===== config.mk =====
export PLATFORM = sky130hd
export DESIGN_NAME = mxb_bus
export DESIGN_NICKNAME = d
export VERILOG_FILES = /design/src/hdl/mxb_pkg.sv /design/src/hdl/mxb_strm_if.sv /design/src/hdl/mxb_sync.sv /design/src/hdl/mxb_buf2.sv /design/src/hdl/mxb_bus.sv
export SDC_FILE = /design/constraint.sdc
export NUM_CORES = 1
export LEC_CHECK = 0
export ABC_AREA = 0
export BUFFER_PORTS_ARGS = -buffer_cell sky130_fd_sc_hd__buf_2
export CORE_AREA = 2 2 139 141
export DETAILED_ROUTE_END_ITERATION = 8
export DIE_AREA = 0 0 141 143
export GPL_ROUTABILITY_DRIVEN = 0
export PLACE_DENSITY_LB_ADDON = 0.25
export SLEW_MARGIN = 0
export SYNTH_ARGS = -nofsm -noshare
export SYNTH_HDL_FRONTEND = slang
export SYNTH_SLANG_ARGS = --single-unit

===== constraint.sdc =====
create_clock -name clk_sys -period 2.1 [get_ports clk_sys]
set_input_delay 0.105 -clock clk_sys [delete_from_list [all_inputs] [get_ports clk_sys]]
set_output_delay 0.105 -clock clk_sys [all_outputs]
set_load 0.01 [all_outputs]

===== src/hdl/mxb_pkg.sv =====
// Purpose: shared constants and types of the multiplexed external memory bus
// Assumes: 16-bit program and data spaces, 8-bit data
// Notes:   all figures of the bus live here and nowhere else
package mxb_pkg;

	// ************************************************************
	// widths and address map
	// ************************************************************
	localparam int          ADDR_W         = 16;
	localparam int          DATA_W         = 8;
	localparam int          HALF_W         = 8;
	localparam logic [15:0] ONCHIP_TOP     = 16'h1FFF;
	localparam logic [15:0] OTP_TEST_BASE  = 16'h1FC0;
	localparam logic [7:0]  TEST_AREA_DATA = 8'hFF;
	localparam logic [15:0] VEC_HI_ADDR    = 16'h0000;
	localparam logic [15:0] VEC_LO_ADDR    = 16'h0001;
	localparam logic        SPACE_PROG     = 1'h1;
	localparam logic        SPACE_DATA     = 1'h0;

	// ************************************************************
	// timing counts and buffering
	// ************************************************************
	localparam int          DS_MIN_CYC     = 3;
	localparam int          CNT_W          = 4;
	localparam int          RSP_DEPTH      = 2;
	localparam int          SYNC_W         = 10;

	// ************************************************************
	// bus cycle sequencer
	// ************************************************************
	typedef enum logic [2:0] {
		ST_IDLE  = 3'b000,
		ST_ADDR  = 3'b001,
		ST_LATCH = 3'b010,
		ST_SETUP = 3'b011,
		ST_DATA  = 3'b100,
		ST_END   = 3'b101,
		ST_GRANT = 3'b110
	} mxb_state_t;

endpackage : mxb_pkg


===== src/hdl/mxb_strm_if.sv =====
// Purpose: valid/ready word carrier between the bus block's own modules
// Assumes: one clock
// Notes:   a word moves when valid and ready are both high at an edge
`timescale 1ns/100ps
interface mxb_strm_if #(
	parameter int W = 8
) ();
	logic         valid;
	logic         ready;
	logic [W-1:0] data;

	modport src (output valid, output data, input ready);
	modport snk (input valid, input data, output ready);
endinterface : mxb_strm_if


===== src/hdl/mxb_sync.sv =====
// Purpose: two-stage synchroniser for pin inputs
// Assumes: inputs asynchronous to clk_sys
// Notes:   the first stage feeds only the second stage
`timescale 1ns/100ps
module mxb_sync #(
	parameter int W = 1
) (
	input  wire logic         clk_sys,
	input  wire logic         rst_b,
	input  wire logic         ce,
	input  wire logic [W-1:0] d,
	output logic      [W-1:0] q
);
	logic [W-1:0] meta_r;

	always_ff @(posedge clk_sys or negedge rst_b) begin
		if (!rst_b) begin
			meta_r <= '0;
			q      <= '0;
		end else if (ce) begin
			meta_r <= d;
			q      <= meta_r;
		end
	end
endmodule : mxb_sync


===== src/hdl/mxb_buf2.sv =====
// Purpose: small circular buffer for read data heading to the core
// Assumes: one clock, drain side may stall at will
// Notes:   valid and ready are registered so the core sees flop outputs
`timescale 1ns/100ps
module mxb_buf2 #(
	parameter int W     = 8,
	parameter int DEPTH = 2
) (
	input  wire logic clk_sys,
	input  wire logic rst_b,
	input  wire logic ce,
	mxb_strm_if.snk   up,
	mxb_strm_if.src   dn
);
	import mxb_pkg::*;
	localparam int PW = (DEPTH > 1) ? $clog2(DEPTH) : 1;

	logic [W-1:0] mem_r [DEPTH];
	logic [PW-1:0] wr_r;
	logic [PW-1:0] rd_r;
	logic [PW-1:0] rd_nxt;
	logic [W-1:0]  out_d_r;
	logic [PW:0]   cnt_r;
	logic [PW:0]   cnt_nxt;
	logic          push;
	logic          pop;
	logic          out_v_r;
	logic          in_rdy_r;

	assign up.ready = in_rdy_r;
	assign dn.valid = out_v_r;
	assign dn.data  = out_d_r;
	assign push     = up.valid & in_rdy_r;
	assign pop      = out_v_r & dn.ready;

	always_comb begin
		cnt_nxt = cnt_r;
		if (push && !pop) begin
			cnt_nxt = cnt_r + 1'h1;
		end else if (pop && !push) begin
			cnt_nxt = cnt_r - 1'h1;
		end
	end

	always_comb begin
		rd_nxt = rd_r;
		if (pop) begin
			rd_nxt = (rd_r == PW'(DEPTH - 1)) ? '0 : rd_r + 1'h1;
		end
	end

	always_ff @(posedge clk_sys) begin
		if (ce && push) begin
			mem_r[wr_r] <= up.data;
		end
	end

	// ************************************************************
	// pointers and flags; a full buffer drops ready to stall the source
	// ************************************************************
	always_ff @(posedge clk_sys or negedge rst_b) begin
		if (!rst_b) begin
			wr_r     <= '0;
			rd_r     <= '0;
			cnt_r    <= '0;
			out_v_r  <= 1'h0;
			in_rdy_r <= 1'h0;
			out_d_r  <= '0;
		end else if (ce) begin
			if (push) begin
				wr_r <= (wr_r == PW'(DEPTH - 1)) ? '0 : wr_r + 1'h1;
			end
			if (pop) begin
				rd_r <= rd_nxt;
			end
			// head refilled a cycle early so the drain side reads a flop, not a mux
			if (!out_v_r || pop) begin
				out_d_r <= (cnt_r != (PW + 1)'(pop)) ? mem_r[rd_nxt] : up.data;
			end
			cnt_r    <= cnt_nxt;
			out_v_r  <= (cnt_nxt != '0);
			in_rdy_r <= (cnt_nxt != (PW + 1)'(DEPTH));
		end
	end
endmodule : mxb_buf2


===== src/hdl/mxb_bus.sv =====
// Purpose: multiplexed external memory bus of an 8/16-bit controller
// Assumes: core requests on clk_sys; memory pins asynchronous
// Notes:   read data reaches the core through a two-entry buffer
`timescale 1ns/100ps
module mxb_bus #(
	parameter int   DS_MIN      = mxb_pkg::DS_MIN_CYC,
	parameter logic OTP_VARIANT = 1'h0
) (
	input  wire logic                       clk_sys,
	input  wire logic                       rst_b,
	input  wire logic                       ce,
	input  wire logic                       bus_float,
	input  wire logic                       req_valid,
	output logic                            req_ready,
	input  wire logic                       req_write,
	input  wire logic                       req_space,
	input  wire logic [mxb_pkg::ADDR_W-1:0] req_addr,
	input  wire logic [mxb_pkg::DATA_W-1:0] req_wdata,
	output logic                            rsp_valid,
	input  wire logic                       rsp_ready,
	output logic      [mxb_pkg::DATA_W-1:0] rsp_data,
	output logic      [mxb_pkg::ADDR_W-1:0] boot_vector,
	output logic                            boot_done,
	output logic                            onchip_rd,
	output logic      [mxb_pkg::ADDR_W-1:0] onchip_addr,
	input  wire logic [mxb_pkg::DATA_W-1:0] onchip_rdata,
	output logic                            address_latch_strobe_n,
	output logic                            data_transfer_strobe_n,
	output logic                            read_write_n,
	output logic                            space_select,
	output logic                            strobe_oe_n,
	output logic      [mxb_pkg::HALF_W-1:0] high_address_port,
	output logic      [mxb_pkg::DATA_W-1:0] muxed_addr_data_port,
	input  wire logic [mxb_pkg::DATA_W-1:0] muxed_addr_data_in,
	output logic                            muxed_oe_n,
	input  wire logic                       external_wait_n,
	input  wire logic                       external_bus_request,
	output logic                            external_bus_grant_n
);
	import mxb_pkg::*;

	mxb_state_t          state_r;
	mxb_state_t          state_nxt;
	logic [ADDR_W-1:0]   cyc_addr_r;
	logic [ADDR_W-1:0]   addr_nxt;
	logic [DATA_W-1:0]   cyc_wdata_r;
	logic [DATA_W-1:0]   wdata_nxt;
	logic                cyc_wr_r;
	logic                wr_nxt;
	logic                cyc_space_r;
	logic                space_nxt;
	logic                cyc_int_r;
	logic                int_nxt;
	logic                cyc_boot_r;
	logic                boot_nxt;
	logic                start;
	logic                take;
	logic [CNT_W-1:0]    ds_cnt_r;
	logic                ds_min_done;
	logic [DATA_W-1:0]   rdata_r;
	logic                boot_hi_r;
	logic                ext_act_nxt;
	logic                float_nxt;
	logic                drive_ad_nxt;
	logic [SYNC_W-1:0]   sync_q;
	logic                wait_n_s;
	logic                bus_req_s;
	logic [DATA_W-1:0]   ad_in_s;

	mxb_strm_if #(.W(DATA_W)) rsp_in ();
	mxb_strm_if #(.W(DATA_W)) rsp_out ();

	// ************************************************************
	// pin inputs: two flops before any logic looks at them
	// ************************************************************
	mxb_sync #(.W(SYNC_W)) u_sync (
		.clk_sys (clk_sys),
		.rst_b   (rst_b),
		.ce      (ce),
		.d       ({external_wait_n, external_bus_request, muxed_addr_data_in}),
		.q       (sync_q)
	);
	assign wait_n_s  = sync_q[SYNC_W-1];
	assign bus_req_s = sync_q[SYNC_W-2];
	assign ad_in_s   = sync_q[DATA_W-1:0];

	// ************************************************************
	// address map
	// ************************************************************
	function automatic logic is_onchip(input logic sp, input logic [ADDR_W-1:0] a);
		is_onchip = (sp == SPACE_PROG) && (a <= ONCHIP_TOP);
	endfunction : is_onchip

	assign take        = req_valid & req_ready;
	assign ds_min_done = (ds_cnt_r >= CNT_W'(DS_MIN - 1));

	// ************************************************************
	// cycle sequencer
	// ************************************************************
	always_comb begin
		state_nxt = state_r;
		start     = 1'h0;
		addr_nxt  = cyc_addr_r;
		wr_nxt    = cyc_wr_r;
		space_nxt = cyc_space_r;
		wdata_nxt = cyc_wdata_r;
		boot_nxt  = cyc_boot_r;
		unique case (state_r)
			ST_IDLE: begin
				if (take) begin
					start     = 1'h1;
					addr_nxt  = req_addr;
					wr_nxt    = req_write;
					space_nxt = req_space;
					wdata_nxt = req_wdata;
					boot_nxt  = 1'h0;
				end else if (!boot_done) begin
					start     = 1'h1;
					addr_nxt  = boot_hi_r ? VEC_LO_ADDR : VEC_HI_ADDR;
					wr_nxt    = 1'h0;
					space_nxt = SPACE_PROG;
					boot_nxt  = 1'h1;
				end else if (bus_req_s) begin
					state_nxt = ST_GRANT;
				end
				if (start) begin
					state_nxt = ST_ADDR;
				end
			end
			ST_ADDR:  state_nxt = ST_LATCH;
			ST_LATCH: state_nxt = ST_SETUP;
			ST_SETUP: state_nxt = ST_DATA;
			ST_DATA: begin
				if (ds_min_done && (cyc_int_r || wait_n_s)) begin
					state_nxt = ST_END;
				end
			end
			ST_END: begin
				if (cyc_wr_r || cyc_boot_r || rsp_in.ready) begin
					state_nxt = ST_IDLE;
				end
			end
			ST_GRANT: begin
				if (!bus_req_s) begin
					state_nxt = ST_IDLE;
				end
			end
			default: state_nxt = ST_IDLE;
		endcase
	end

	assign int_nxt      = is_onchip(space_nxt, addr_nxt);
	assign ext_act_nxt  = (state_nxt != ST_IDLE) && (state_nxt != ST_GRANT) && !int_nxt;
	assign float_nxt    = (state_nxt == ST_GRANT) || (bus_float && !ext_act_nxt);
	assign drive_ad_nxt = (state_nxt == ST_ADDR) || (state_nxt == ST_LATCH) ||
		(ext_act_nxt && wr_nxt && (state_nxt != ST_ADDR));

	always_ff @(posedge clk_sys or negedge rst_b) begin
		if (!rst_b) begin
			state_r <= ST_IDLE;
		end else if (ce) begin
			state_r <= state_nxt;
		end
	end

	always_ff @(posedge clk_sys or negedge rst_b) begin
		if (!rst_b) begin
			cyc_addr_r  <= '0;
			cyc_wdata_r <= '0;
			cyc_wr_r    <= 1'h0;
			cyc_space_r <= SPACE_PROG;
			cyc_int_r   <= 1'h1;
			cyc_boot_r  <= 1'h0;
		end else if (ce && start) begin
			cyc_addr_r  <= addr_nxt;
			cyc_wdata_r <= wdata_nxt;
			cyc_wr_r    <= wr_nxt;
			cyc_space_r <= space_nxt;
			cyc_int_r   <= int_nxt;
			cyc_boot_r  <= boot_nxt;
		end
	end

	// a slow device may need more than the minimum strobe; wait covers it
	always_ff @(posedge clk_sys or negedge rst_b) begin
		if (!rst_b) begin
			ds_cnt_r <= '0;
		end else if (ce) begin
			if (state_r != ST_DATA) begin
				ds_cnt_r <= '0;
			end else if (!ds_min_done) begin
				ds_cnt_r <= ds_cnt_r + 1'h1;
			end
		end
	end

	// ************************************************************
	// read data capture, taken as the data strobe rises
	// ************************************************************
	always_ff @(posedge clk_sys or negedge rst_b) begin
		if (!rst_b) begin
			rdata_r <= '0;
		end else if (ce && (state_r == ST_DATA) && (state_nxt == ST_END)) begin
			if (!cyc_int_r) begin
				rdata_r <= ad_in_s;
			end else if (OTP_VARIANT && (cyc_addr_r >= OTP_TEST_BASE)) begin
				rdata_r <= TEST_AREA_DATA;
			end else begin
				rdata_r <= onchip_rdata;
			end
		end
	end

	// ************************************************************
	// start vector: byte 00h is the high half
	// ************************************************************
	always_ff @(posedge clk_sys or negedge rst_b) begin
		if (!rst_b) begin
			boot_hi_r   <= 1'h0;
			boot_done   <= 1'h0;
			boot_vector <= '0;
		end else if (ce && (state_r == ST_END) && cyc_boot_r) begin
			if (!boot_hi_r) begin
				boot_vector[ADDR_W-1:HALF_W] <= rdata_r;
				boot_hi_r                    <= 1'h1;
			end else begin
				boot_vector[HALF_W-1:0] <= rdata_r;
				boot_done               <= 1'h1;
			end
		end
	end

	// core may only issue while idle, booted and not floated
	always_ff @(posedge clk_sys or negedge rst_b) begin
		if (!rst_b) begin
			req_ready <= 1'h0;
		end else if (ce) begin
			req_ready <= (state_nxt == ST_IDLE) && boot_done && !bus_req_s && !bus_float;
		end
	end

	// ************************************************************
	// on-chip store port
	// ************************************************************
	always_ff @(posedge clk_sys or negedge rst_b) begin
		if (!rst_b) begin
			onchip_rd   <= 1'h0;
			onchip_addr <= '0;
		end else if (ce) begin
			onchip_rd   <= (state_nxt == ST_ADDR) && int_nxt && !wr_nxt;
			onchip_addr <= addr_nxt;
		end
	end

	// ************************************************************
	// memory pins, all registered from the next state
	// ************************************************************
	always_ff @(posedge clk_sys or negedge rst_b) begin
		if (!rst_b) begin
			address_latch_strobe_n <= 1'h1;
			data_transfer_strobe_n <= 1'h1;
			read_write_n           <= 1'h1;
			space_select           <= SPACE_PROG;
			high_address_port      <= '0;
			muxed_addr_data_port   <= '0;
		end else if (ce) begin
			address_latch_strobe_n <= (state_nxt != ST_ADDR);
			data_transfer_strobe_n <= !((state_nxt == ST_DATA) && !int_nxt);
			read_write_n           <= !(ext_act_nxt && wr_nxt);
			space_select           <= space_nxt;
			high_address_port      <= addr_nxt[ADDR_W-1:HALF_W];
			if ((state_nxt == ST_ADDR) || (state_nxt == ST_LATCH)) begin
				muxed_addr_data_port <= addr_nxt[HALF_W-1:0];
			end else begin
				muxed_addr_data_port <= wdata_nxt;
			end
		end
	end

	// address is released before the strobe falls on a read
	always_ff @(posedge clk_sys or negedge rst_b) begin
		if (!rst_b) begin
			strobe_oe_n          <= 1'h1;
			muxed_oe_n           <= 1'h1;
			external_bus_grant_n <= 1'h1;
		end else if (ce) begin
			strobe_oe_n          <= float_nxt;
			muxed_oe_n           <= float_nxt || !drive_ad_nxt;
			external_bus_grant_n <= (state_nxt != ST_GRANT);
		end
	end

	// ************************************************************
	// read data to the core
	// ************************************************************
	assign rsp_in.valid  = (state_r == ST_END) && !cyc_wr_r && !cyc_boot_r;
	assign rsp_in.data   = rdata_r;
	assign rsp_out.ready = rsp_ready;
	assign rsp_valid     = rsp_out.valid;
	assign rsp_data      = rsp_out.data;

	mxb_buf2 #(.W(DATA_W), .DEPTH(RSP_DEPTH)) u_rsp_buf (
		.clk_sys (clk_sys),
		.rst_b   (rst_b),
		.ce      (ce),
		.up      (rsp_in),
		.dn      (rsp_out)
	);
endmodule : mxb_bus


# Word level (Yosys, flattened, before mapping)
# Memory sizes are Yosys's and may differ from the RTL's.
# Cells that the tools add are included.
[word_totals] latchBits=0 output_inout_bits=67 rom_bits=0 word_cells=156 ram_bits=16 mem_count=1 register_bits=136 input_bits=50
[memory_table] name="u_rsp_buf.mem_r" depth=2 word_bits=8 read_ports=1 rd_ports_with_merged_regs=0 wr=1 line_no="mxb_buf2.sv:18" rtl="logic [W-1:0] mem_r [DEPTH];"
[op_classes] n_mux=38 eq_ne=18 n_shift=0 reduce_logical=55 addsub=5 div=0 multipliers=0 n_bitwise=4 magnitude_cmp=2
[op_table] op="$mux W16" n=3
[op_table] op="$mux W8" n=5
[op_table] op="$logic_and A1 B1 Y1" n=23
[op_table] op="$mux W3" n=7
[op_table] op="$pmux W3 S7" n=1
[op_table] op="$eq A3 B3 Y1 const B" n=6
[op_table] op="$mux W1" n=18
[op_table] op="$le A16 B13 Y1 const B" n=1
[op_table] op="$logic_not A1 Y1" n=13
[op_table] op="$reduce_and A2 Y1" n=6
[op_table] op="$eq A3 B2 Y1 const B" n=3
[op_table] op="$logic_or A1 B1 Y1" n=8
[op_table] op="$mux W4" n=2
[op_table] op="$eq A3 B1 Y1 const B" n=2
[op_table] op="$logic_not A3 Y1" n=2
[op_table] op="$ne A3 B3 Y1 const B" n=2
[op_table] op="$add A4 B1 Y4 const B" n=1
[op_table] op="$ge A4 B2 Y1 const B" n=1
[op_table] op="$mux W2" n=2
[op_table] op="$ne A2 B1 Y1 const B" n=2
[op_table] op="$and A1 B1 Y1" n=3
[op_table] op="$ne A3 B1 Y1 const B" n=1
[op_table] op="$reduce_and A3 Y1" n=1
[op_table] op="$reduce_bool A3 Y1" n=1
[op_table] op="other kinds (7)" n=8

# Depth between registers and ports, before layout
# Gate-level depths: netlist of the first run.
[logic_depth] depth_word=13 mapped_depth=9 depth_no_buf=8

# Hierarchy
# A second synthesis of the first run with hierarchy kept.
[unflattened] cells_unflattened=545 hier_area_um2=6426.2
[modules_own_cells] module="mxb_bus" cells_per_inst=406 area_per_inst_um2=4271.6 seq_area_each_um2=2363.5 n_inst=1
[modules_own_cells] module="mxb_buf2" cells_per_inst=97 area_per_inst_um2=1331.3 seq_area_each_um2=830.8 n_inst=1
[modules_own_cells] module="mxb_sync" cells_per_inst=42 area_per_inst_um2=823.3 seq_area_each_um2=500.5 n_inst=1

# Worst setup path before layout of the first run
# No wires, ideal clock.
[synth_timing] path_type="flip-flop to flip-flop" start="reg ds_cnt_r[1]" end="reg muxed_addr_data_port[0] (netlist name)" t_required_ps=1974 period_less_slack_ps=2227 setup_time_ps=126 stages_incl_launch_ff=9 t_arrival_ps=2101 n_path_buf=1 path_slack_ps=-127 cell_sequence="dfrtp_1 > ha_1 > nor4_4 > nor3_2 > a311oi_4 > xnor2_1 > or2_1 > buf_2 > a221o_1"
[synth_between] elab_chain_cells=7 elab_cells_between_ends=8 classes_between="order compare (1); eq/ne (2); mux (3); reduce/logical (2)"
[synth_rtl] item="start: declaration" line_no="mxb_bus.sv:58" rtl="logic [CNT_W-1:0] ds_cnt_r;"
[synth_rtl] item="start signal: assignment" line_no="mxb_bus.sv:192" rtl="ds_cnt_r <= ds_cnt_r + 1'h1;"
[synth_rtl] item="$ge A4 B2 Y1 (*)" line_no="mxb_bus.sv:95" rtl="assign ds_min_done = (ds_cnt_r >= CNT_W'(DS_MIN - 1));"
[synth_rtl] item="$logic_and A1 B1 Y1 (*)" line_no="mxb_bus.sv:134" rtl="if (ds_min_done && (cyc_int_r || wait_n_s)) begin"
[synth_rtl] item="$mux W3 (*)" line_no="mxb_bus.sv:134"
[synth_rtl] item="$pmux W3 S7 (*)" line_no="mxb_bus.sv:108" rtl="unique case (state_r)"
[synth_rtl] item="$eq A3 B1 Y1 / $eq A3 B2 Y1 (equally long branches)" line_no="mxb_bus.sv:272" rtl="if ((state_nxt == ST_ADDR) || (state_nxt == ST_LATCH)) begin"
[synth_rtl] item="$logic_or A1 B1 Y1 (*)" line_no="mxb_bus.sv:272"
[synth_rtl] item="$mux W8 (*)" line_no="mxb_bus.sv:272"
[synth_rtl] item="end signal: assignment" line_no="mxb_bus.sv:273" rtl="muxed_addr_data_port <= addr_nxt[HALF_W-1:0];"
[synth_rtl] item="end signal: assignment" line_no="mxb_bus.sv:275" rtl="muxed_addr_data_port <= wdata_nxt;"
[synth_rtl] item="end: declaration" line_no="mxb_bus.sv:33" rtl="output logic [mxb_pkg::DATA_W-1:0] muxed_addr_data_port,"
# Every way passes the cells marked *; elsewhere a longest branch is shown, timed or not.
# A chain may end at the register's enable or synchronous reset.

# Worst setup path after layout of the first run
[layout_timing] start="reg ds_cnt_r[1]" end="reg muxed_addr_data_port[4] (netlist name)"
# Same word-level chain as after synthesis.

==> impl_metrics.csv, run 1 <==
group,metric,value,unit
worst_setup_path,rrSetupSlack,0.04,ns
floorplanning,initial_utilization,34.6,%
hold_path,holdCritPathClass,"in2reg",
finish,antenna_cells,0,
power,switchingPower,3.49,mW
routing,finalWirelength,15500,um
power,power.density,1200,nW/um^2
clock_tree,cts_root_buffer,"clkbuf_16",
worst_setup_path,worstSetupPathType,"reg2reg",
worst_setup_path,cp-end-kind,"flop",
sta,worst_slew_pin_slew,0.923,ns
sta,clock.fmax,486,MHz
clock_tree,clock_latency,0.43,ns
worst_setup_path,crit_arrival,2.37,ns
finish,final_util,45.8,%
power,p_clk_share,30.8,%
global_route,grt_pass1_vias,4928,
sta,fin_crit_sh,98.1,%
finish,final_area,8510,um^2
routing,detail_route.vias_per_cell,4.86,
logic_synthesis,synthDistinctLibCells,62,
sta,finalSetupViolations,0,
placed_design,dp_cells,923,
global_route,grt_overflow,0,
logic_synthesis,synth-edff-count,16,
worst_setup_path,critPathMaxFanout,8,
floorplanning,ios,117,
global_route,antenna_found_initial,0,
logic_synthesis,synthArstFlopShare,88.9,%
clock_tree,clk_path_buf_depth,2,
sta,finalSetupTns,0,ns
hold_path,min_path_cells,3,
power,p_int,6.71,mW
routing,dr_total_vias,4866,
sta,slew_headroom,38.0,%
placed_design,portBuffers,116,
global_route,grt_use_total,16.0,%
logic_synthesis,synth_area,6420,um^2
routing,drc,0,
sta,rsz0062_at_grt,"yes",
clock_tree,htree_levels,4,
worst_setup_path,crit_slowest_cell,"dfrtp_2",
finish,areaGrowthSynthToFinish,32.5,%
floorplanning,coreArea,18600,um^2
sta,fin_skew,0.00765,ns
floorplanning,die_area,20200,um^2
worst_setup_path,worstSetupStartpointType,"flop",
finish,layout_common_cells,"dfrtp_1 (117), buf_2 (115), nand2_1 (95)",
logic_synthesis,synthesis.instances,586,
sta,fin_crit,2.06,ns
outcome,status,"completed",
power,seq_power_share,38.3,%
finish,layout_commonest_cell,"dfrtp_1",
floorplanning,rows,50,
logic_synthesis,ys_seq_area_share,57.5,%
routing,ant_nets,0,
sta,slew_violations,0,
placed_design,place_area,7370,um^2
power,p_leak,3.90,nW
logic_synthesis,ys_warn_count,0,
power,power.share.combinational,30.8,%
floorplanning,die_h,143,um
logic_synthesis,ys_ff_latch,144,
routing,drt_iter0_drc,255,
routing,dr.pass1.iters,5,
sta,hold_viol_final,0,
worst_setup_path,crit_required,2.41,ns
routing,wire_per_inst,15.5,um
finish,fin_nets,806,
logic_synthesis,syn_area_per_cell,11.0,um^2
power,power.total,10.2,mW
sta,worst_slack,0.0405,ns
clock_tree,cts_buffers,17,
worst_setup_path,r2r.worst_path.cells,7,
worst_setup_path,path_cells,"ha_4 -> nor4_4 -> nor3_4 -> a311oi_4 -> xnor2_2 -> or2_4 -> a221o_1",
clock_tree,clk_pin_slew,0.07,ns
logic_synthesis,yosys_most_used_dff,"dfrtp_1",
global_route,grt_pass1_wl,25200,um
finish,fin_cells,1001,
floorplanning,die_x,141,um
clock_tree,cts.sinks,144,
power,ir_drop,0.000674,V
global_route,grt_max_degree,48,
power,switching_share,34.2,%
logic_synthesis,synth_nets,638,
worst_setup_path,cpPeakStageDelay,0.45,ns
placed_design,preCtsSetupSlack,-0.0331,ns
placed_design,dpl.hpwl,11000,um
flow_run,cap_violations,0,
finish,drive_above_1_share,33.8,%
clock_tree,cts_tree,"yes",
finish,num-fill-cells,1684,
sta,hold_ws,0.00845,ns
cells in the mapped netlist (all sizes together) (11+ instances only):
| master | number | area, um^2 |
|---|---|---|
| a21oi | 18 | 90.1 |
| a31oi | 11 | 68.8 |
| mux2i | 19 | 190 |
| clkbuf | 27 | 101 |
| dfrtp | 119 | 2980 |
| nor2 | 27 | 109 |
| mux2 | 47 | 529 |
| buf | 20 | 121 |
| edfxtp | 16 | 480 |
| inv | 12 | 45.0 |
| nand2 | 97 | 367 |
| o21ai | 69 | 345 |
cell type report:
| type | count | area (um^2) | area share [%] |
|---|---|---|---|
| sequential | 144 | 3700 | 43.5 |
| multi-input combinational | 383 | 2530 | 29.7 |
| timing repair buffer | 196 | 1330 | 15.7 |
| clock buffer | 17 | 425 | 5.00 |
| tap | 234 | 293 | 3.44 |
| clock inverter | 15 | 186 | 2.19 |
| inverter | 12 | 45.0 | 0.529 |
cells by family after synthesis:
kind of cell	count (synthesis)	synth area share, %
flops	144	57.5
mux	66	11.2
compound gates	140	13.8
fa+ha+maj	2	0.389
buf+inv	59	4.17
xor+xnor	9	1.23
simple gates	166	11.7
path summary, 6_finish.rpt:
path	start	endpoint
setup reg to reg	ds_cnt_r[1]	muxed_addr_data_port[4]
setup / recovery	ds_cnt_r[1]	muxed_addr_data_port[4]
hold / removal	onchip_rdata[6]	rdata_r[6]
min in group asynchronous	rst_b	onchip_addr[4]
hold reg to reg	u_rsp_buf.dn.data[0]	u_rsp_buf.dn.data[0]
max in group asynchronous	rst_b	cyc_int_r
layer usage:
layer	part of all wire (%)	track usage, %	vias to the layer above
met1	46	20.5	2365
met5	0	0	-
met4	1.7	6.74	0
met2	50	26.5	90
met3	2.6	3.25	19
li1	-	-	2392
sequential cells by signal, summed over array words and instances, names as in the netlist, 2 cells and up:
signal and cells:
onchip_addr 16, u_sync.meta_r 10, u_rsp_buf.mem_r 16, cyc_addr_r 16
boot_vector 16, rdata_r 8, u_rsp_buf.dn.data 8, u_sync.q 10
muxed_addr_data_port 8, state_r 3, u_rsp_buf.cnt_r 2, cyc_wdata_r 8
ds_cnt_r 4
timing repair:
item / in CTS / in global routing
endpoints found under the hold margin: 82 / 0
gates resized for setup: 1 / 14
pin swaps: 0 / 1
endpoints found under the setup margin: 7 / 29
buffers inserted: 0 / 2
hold buffers: 44 / 0
power by group through the flow:
stage / clock network [mW] / registers [mW] / logic, mW
floorplan: 0 / 3.92 / 1.84
global placement: 0 / 3.92 / 2.89
detailed placement: 0 / 3.95 / 2.97
CTS: 3.23 / 3.90 / 3.07
global route: 3.32 / 4.00 / 3.46
finish: 3.14 / 3.91 / 3.14
worst max-delay path, delay by kind of cell (launching register included):
family	cells	cell delay, ns
AO/OA/AOI/OAI	2	0.58
XOR/XNOR	1	0.15
adder cells (fa/ha/maj)	1	0.18
flip-flops	1	0.45
AND/OR/NAND/NOR	3	0.59
Power figures use the tool's default switching activity.
==> run 2: changes to the inputs <==
Settings changed: BUFFER_PORTS_ARGS -buffer_cell sky130_fd_sc_hd__buf_2 to not set, DONT_BUFFER_PORTS set to 1.
==> run 2 against run 1 <==
Against the previous run: the flow now finishes with violations (negative hold slack); first-iteration DRC count shrank 3.9%; clock skew grew 0.0056 ns; setup slack lost 0.012 ns; core utilization shrank 2.7 points.
==> impl_metrics.csv, run 2 (same netlist as run 1, synthesis figures left out) <==
group,metric,value,unit
finish,final_area,8010,um^2
worst_setup_path,crit_end,"muxed_addr_data_port[5]",
worst_setup_path,r2r-end,"muxed_addr_data_port[5]",
worst_setup_path,crit_family,"simple AND/OR/NAND/NOR gates",
clock_tree,clk_pin_slew,0.07,ns
worst_setup_path,critPathMaxFanout,8,
finish,antenna_cells,0,
worst_setup_path,cp-end-kind,"flop",
floorplanning,initial_utilization,34.6,%
routing,drc,0,
global_route,grt_pass1_wl,25200,um
worst_setup_path,worstSetupStartpointType,"flop",
global_route,grt_max_degree,129,
power,power.density,1230,nW/um^2
floorplanning,coreArea,18600,um^2
routing,finalWirelength,15700,um
sta,hold_ws,-0.627,ns
floorplanning,die_x,141,um
worst_setup_path,path_cells,"ha_4 -> nor4_4 -> nor3_4 -> a311oi_4 -> xnor2_2 -> or2_4 -> a221o_1",
routing,route.met3.wl,738,um
clock_tree,cts.sinks,144,
power,power.share.combinational,29.0,%
power,p_clk_share,29.5,%
flow_run,cap_violations,0,
power,p_leak,3.43,nW
clock_tree,htree_levels,4,
hold_path,holdCritPathClass,"in2async",
power,switchingPower,3.47,mW
sta,fin_skew,0.0132,ns
clock_tree,clk_path_buf_depth,2,
worst_setup_path,rrSetupSlack,0.03,ns
finish,final_util,43.1,%
sta,fin_crit_sh,98.6,%
routing,dr_total_vias,4622,
global_route,grt_overflow,0,
worst_setup_path,crit_slowest_cell,"dfrtp_2",
sta,clock.fmax,483,MHz
worst_setup_path,reg2reg_from,"ds_cnt_r[1]",
finish,num-fill-cells,1716,
finish,fin_cells,901,
worst_setup_path,crit_buf_inv,0,
sta,finalSetupViolations,0,
routing,highest_layer,"met4",
finish,layout_common_cells,"dfrtp_1 (117), nand2_1 (95), o21ai_0 (65)",
placed_design,dp_cells,819,
outcome,status,"finished with violations",
worst_setup_path,cpPeakStageDelay,0.45,ns
global_route,grt_use_total,16.1,%
sta,slew_violations,0,
finish,fin_nets,706,
routing,ant_nets,0,
routing,drt_iter0_drc,245,
finish,drive_above_1_share,24.1,%
floorplanning,ios,117,
worst_setup_path,crit_required,2.41,ns
worst_setup_path,worstSetupPathType,"reg2reg",
routing,met1_length,7030,um
routing,detail_route.vias_per_cell,5.13,
global_route,antenna_found_initial,0,
finish,areaGrowthSynthToFinish,24.7,%
worst_setup_path,path_depth,7,
worst_setup_path,r2r.worst_path.cells,7,
placed_design,place_area,6850,um^2
clock_tree,clock_latency,0.42,ns
sta,slew_headroom,67.6,%
clock_tree,hold_buffers,47,
floorplanning,die_area,20200,um^2
clock_tree,cts_root_buffer,"clkbuf_16",
power,seq_power_share,41.5,%
power,ir_drop,0.000617,V
sta,hold_viol_final,128,
sta,rsz0062_at_grt,"yes",
clock_tree,cts_tree,"yes",
placed_design,dpl.hpwl,10300,um
worst_setup_path,crit_arrival,2.38,ns
finish,layout_commonest_cell,"dfrtp_1",
global_route,grt_pass1_vias,4695,
sta,worst_slew_pin_slew,0.486,ns
power,p_int,6.40,mW
power,switching_share,35.2,%
routing,wire_per_inst,17.5,um
routing,wl_met2,7800,um
clock_tree,cts_buffers,17,
outcome,violations,"negative hold slack",
routing,dr.pass1.iters,4,
placed_design,portBuffers,0,
floorplanning,rows,50,
sta,fin_crit,2.07,ns
worst_setup_path,critPathLaunch,"ds_cnt_r[1]",
floorplanning,die_h,143,um
-- run 2: worst reg2reg max path: stages (launching register included) --
cell and delay [ns]:
dfrtp_2 0.45, ha_4 0.18, nor4_4 0.21, nor3_4 0.09
a311oi_4 0.27, xnor2_2 0.14, or2_4 0.30, a221o_1 0.32
-- run 2: cell type report --
type | instances | area (um^2) | area share [%]
clock inverter | 15 | 143 | 1.78
multi-input combinational | 383 | 2550 | 31.8
clock buffer | 17 | 425 | 5.31
timing repair buffer | 96 | 860 | 10.7
inverter | 12 | 45.0 | 0.562
sequential | 144 | 3700 | 46.2
tap | 234 | 293 | 3.66
-- run 2: per-layer routing --
metal	GRT usage, %	up-vias
met5	0	-
met2	26.0	93
met1	20.7	2319
met4	6.11	0
li1	-	2199
met3	4.33	11
-- run 2: power by group through the flow --
stage | clock [mW] | combinational [mW] | sequential, mW
2_1_floorplan | 0 | 1.84 | 3.92
3_3_place_gp | 0 | 2.45 | 4.12
3_5_place_dp | 0 | 2.51 | 4.15
4_1_cts | 2.99 | 2.67 | 4.10
5_1_grt | 3.14 | 3.16 | 4.19
6_report | 2.91 | 2.87 | 4.10
-- run 2: through the flow --
stage	power (mW)	setup TNS [ns]	setup WS (ns)
2_1_floorplan	5.75	0	0.00642
3_3_place_gp	6.57	-0.161	-0.161
3_5_place_dp	6.66	-0.563	-0.181
4_1_cts	9.77	0	0.0241
5_1_grt	10.5	-0.545	-0.0740
6_report	9.87	0	0.0285
-- run 2: how the worst min path moves through the flow --
stage | to | cells after the start | slack (ns) | start
floorplan | boot_done | 0 | -0.19 | rst_b
global placement | cyc_wdata_r[3] | 0 | -0.19 | rst_b
detailed placement | onchip_addr[3] | 0 | -0.19 | rst_b
CTS | onchip_addr[1] | 0 | -0.65 | rst_b
global route | onchip_addr[5] | 0 | -0.66 | rst_b
finish | onchip_addr[5] | 0 | -0.63 | rst_b
-- run 2: what timing repair did --
action	4_1_cts	5_1_grt
pin swaps	0	3
endpoints found under the setup margin	16	37
gates cloned	0	1
resized for setup	5	17
setup buffers	0	2
endpoints found under the hold margin	220	128
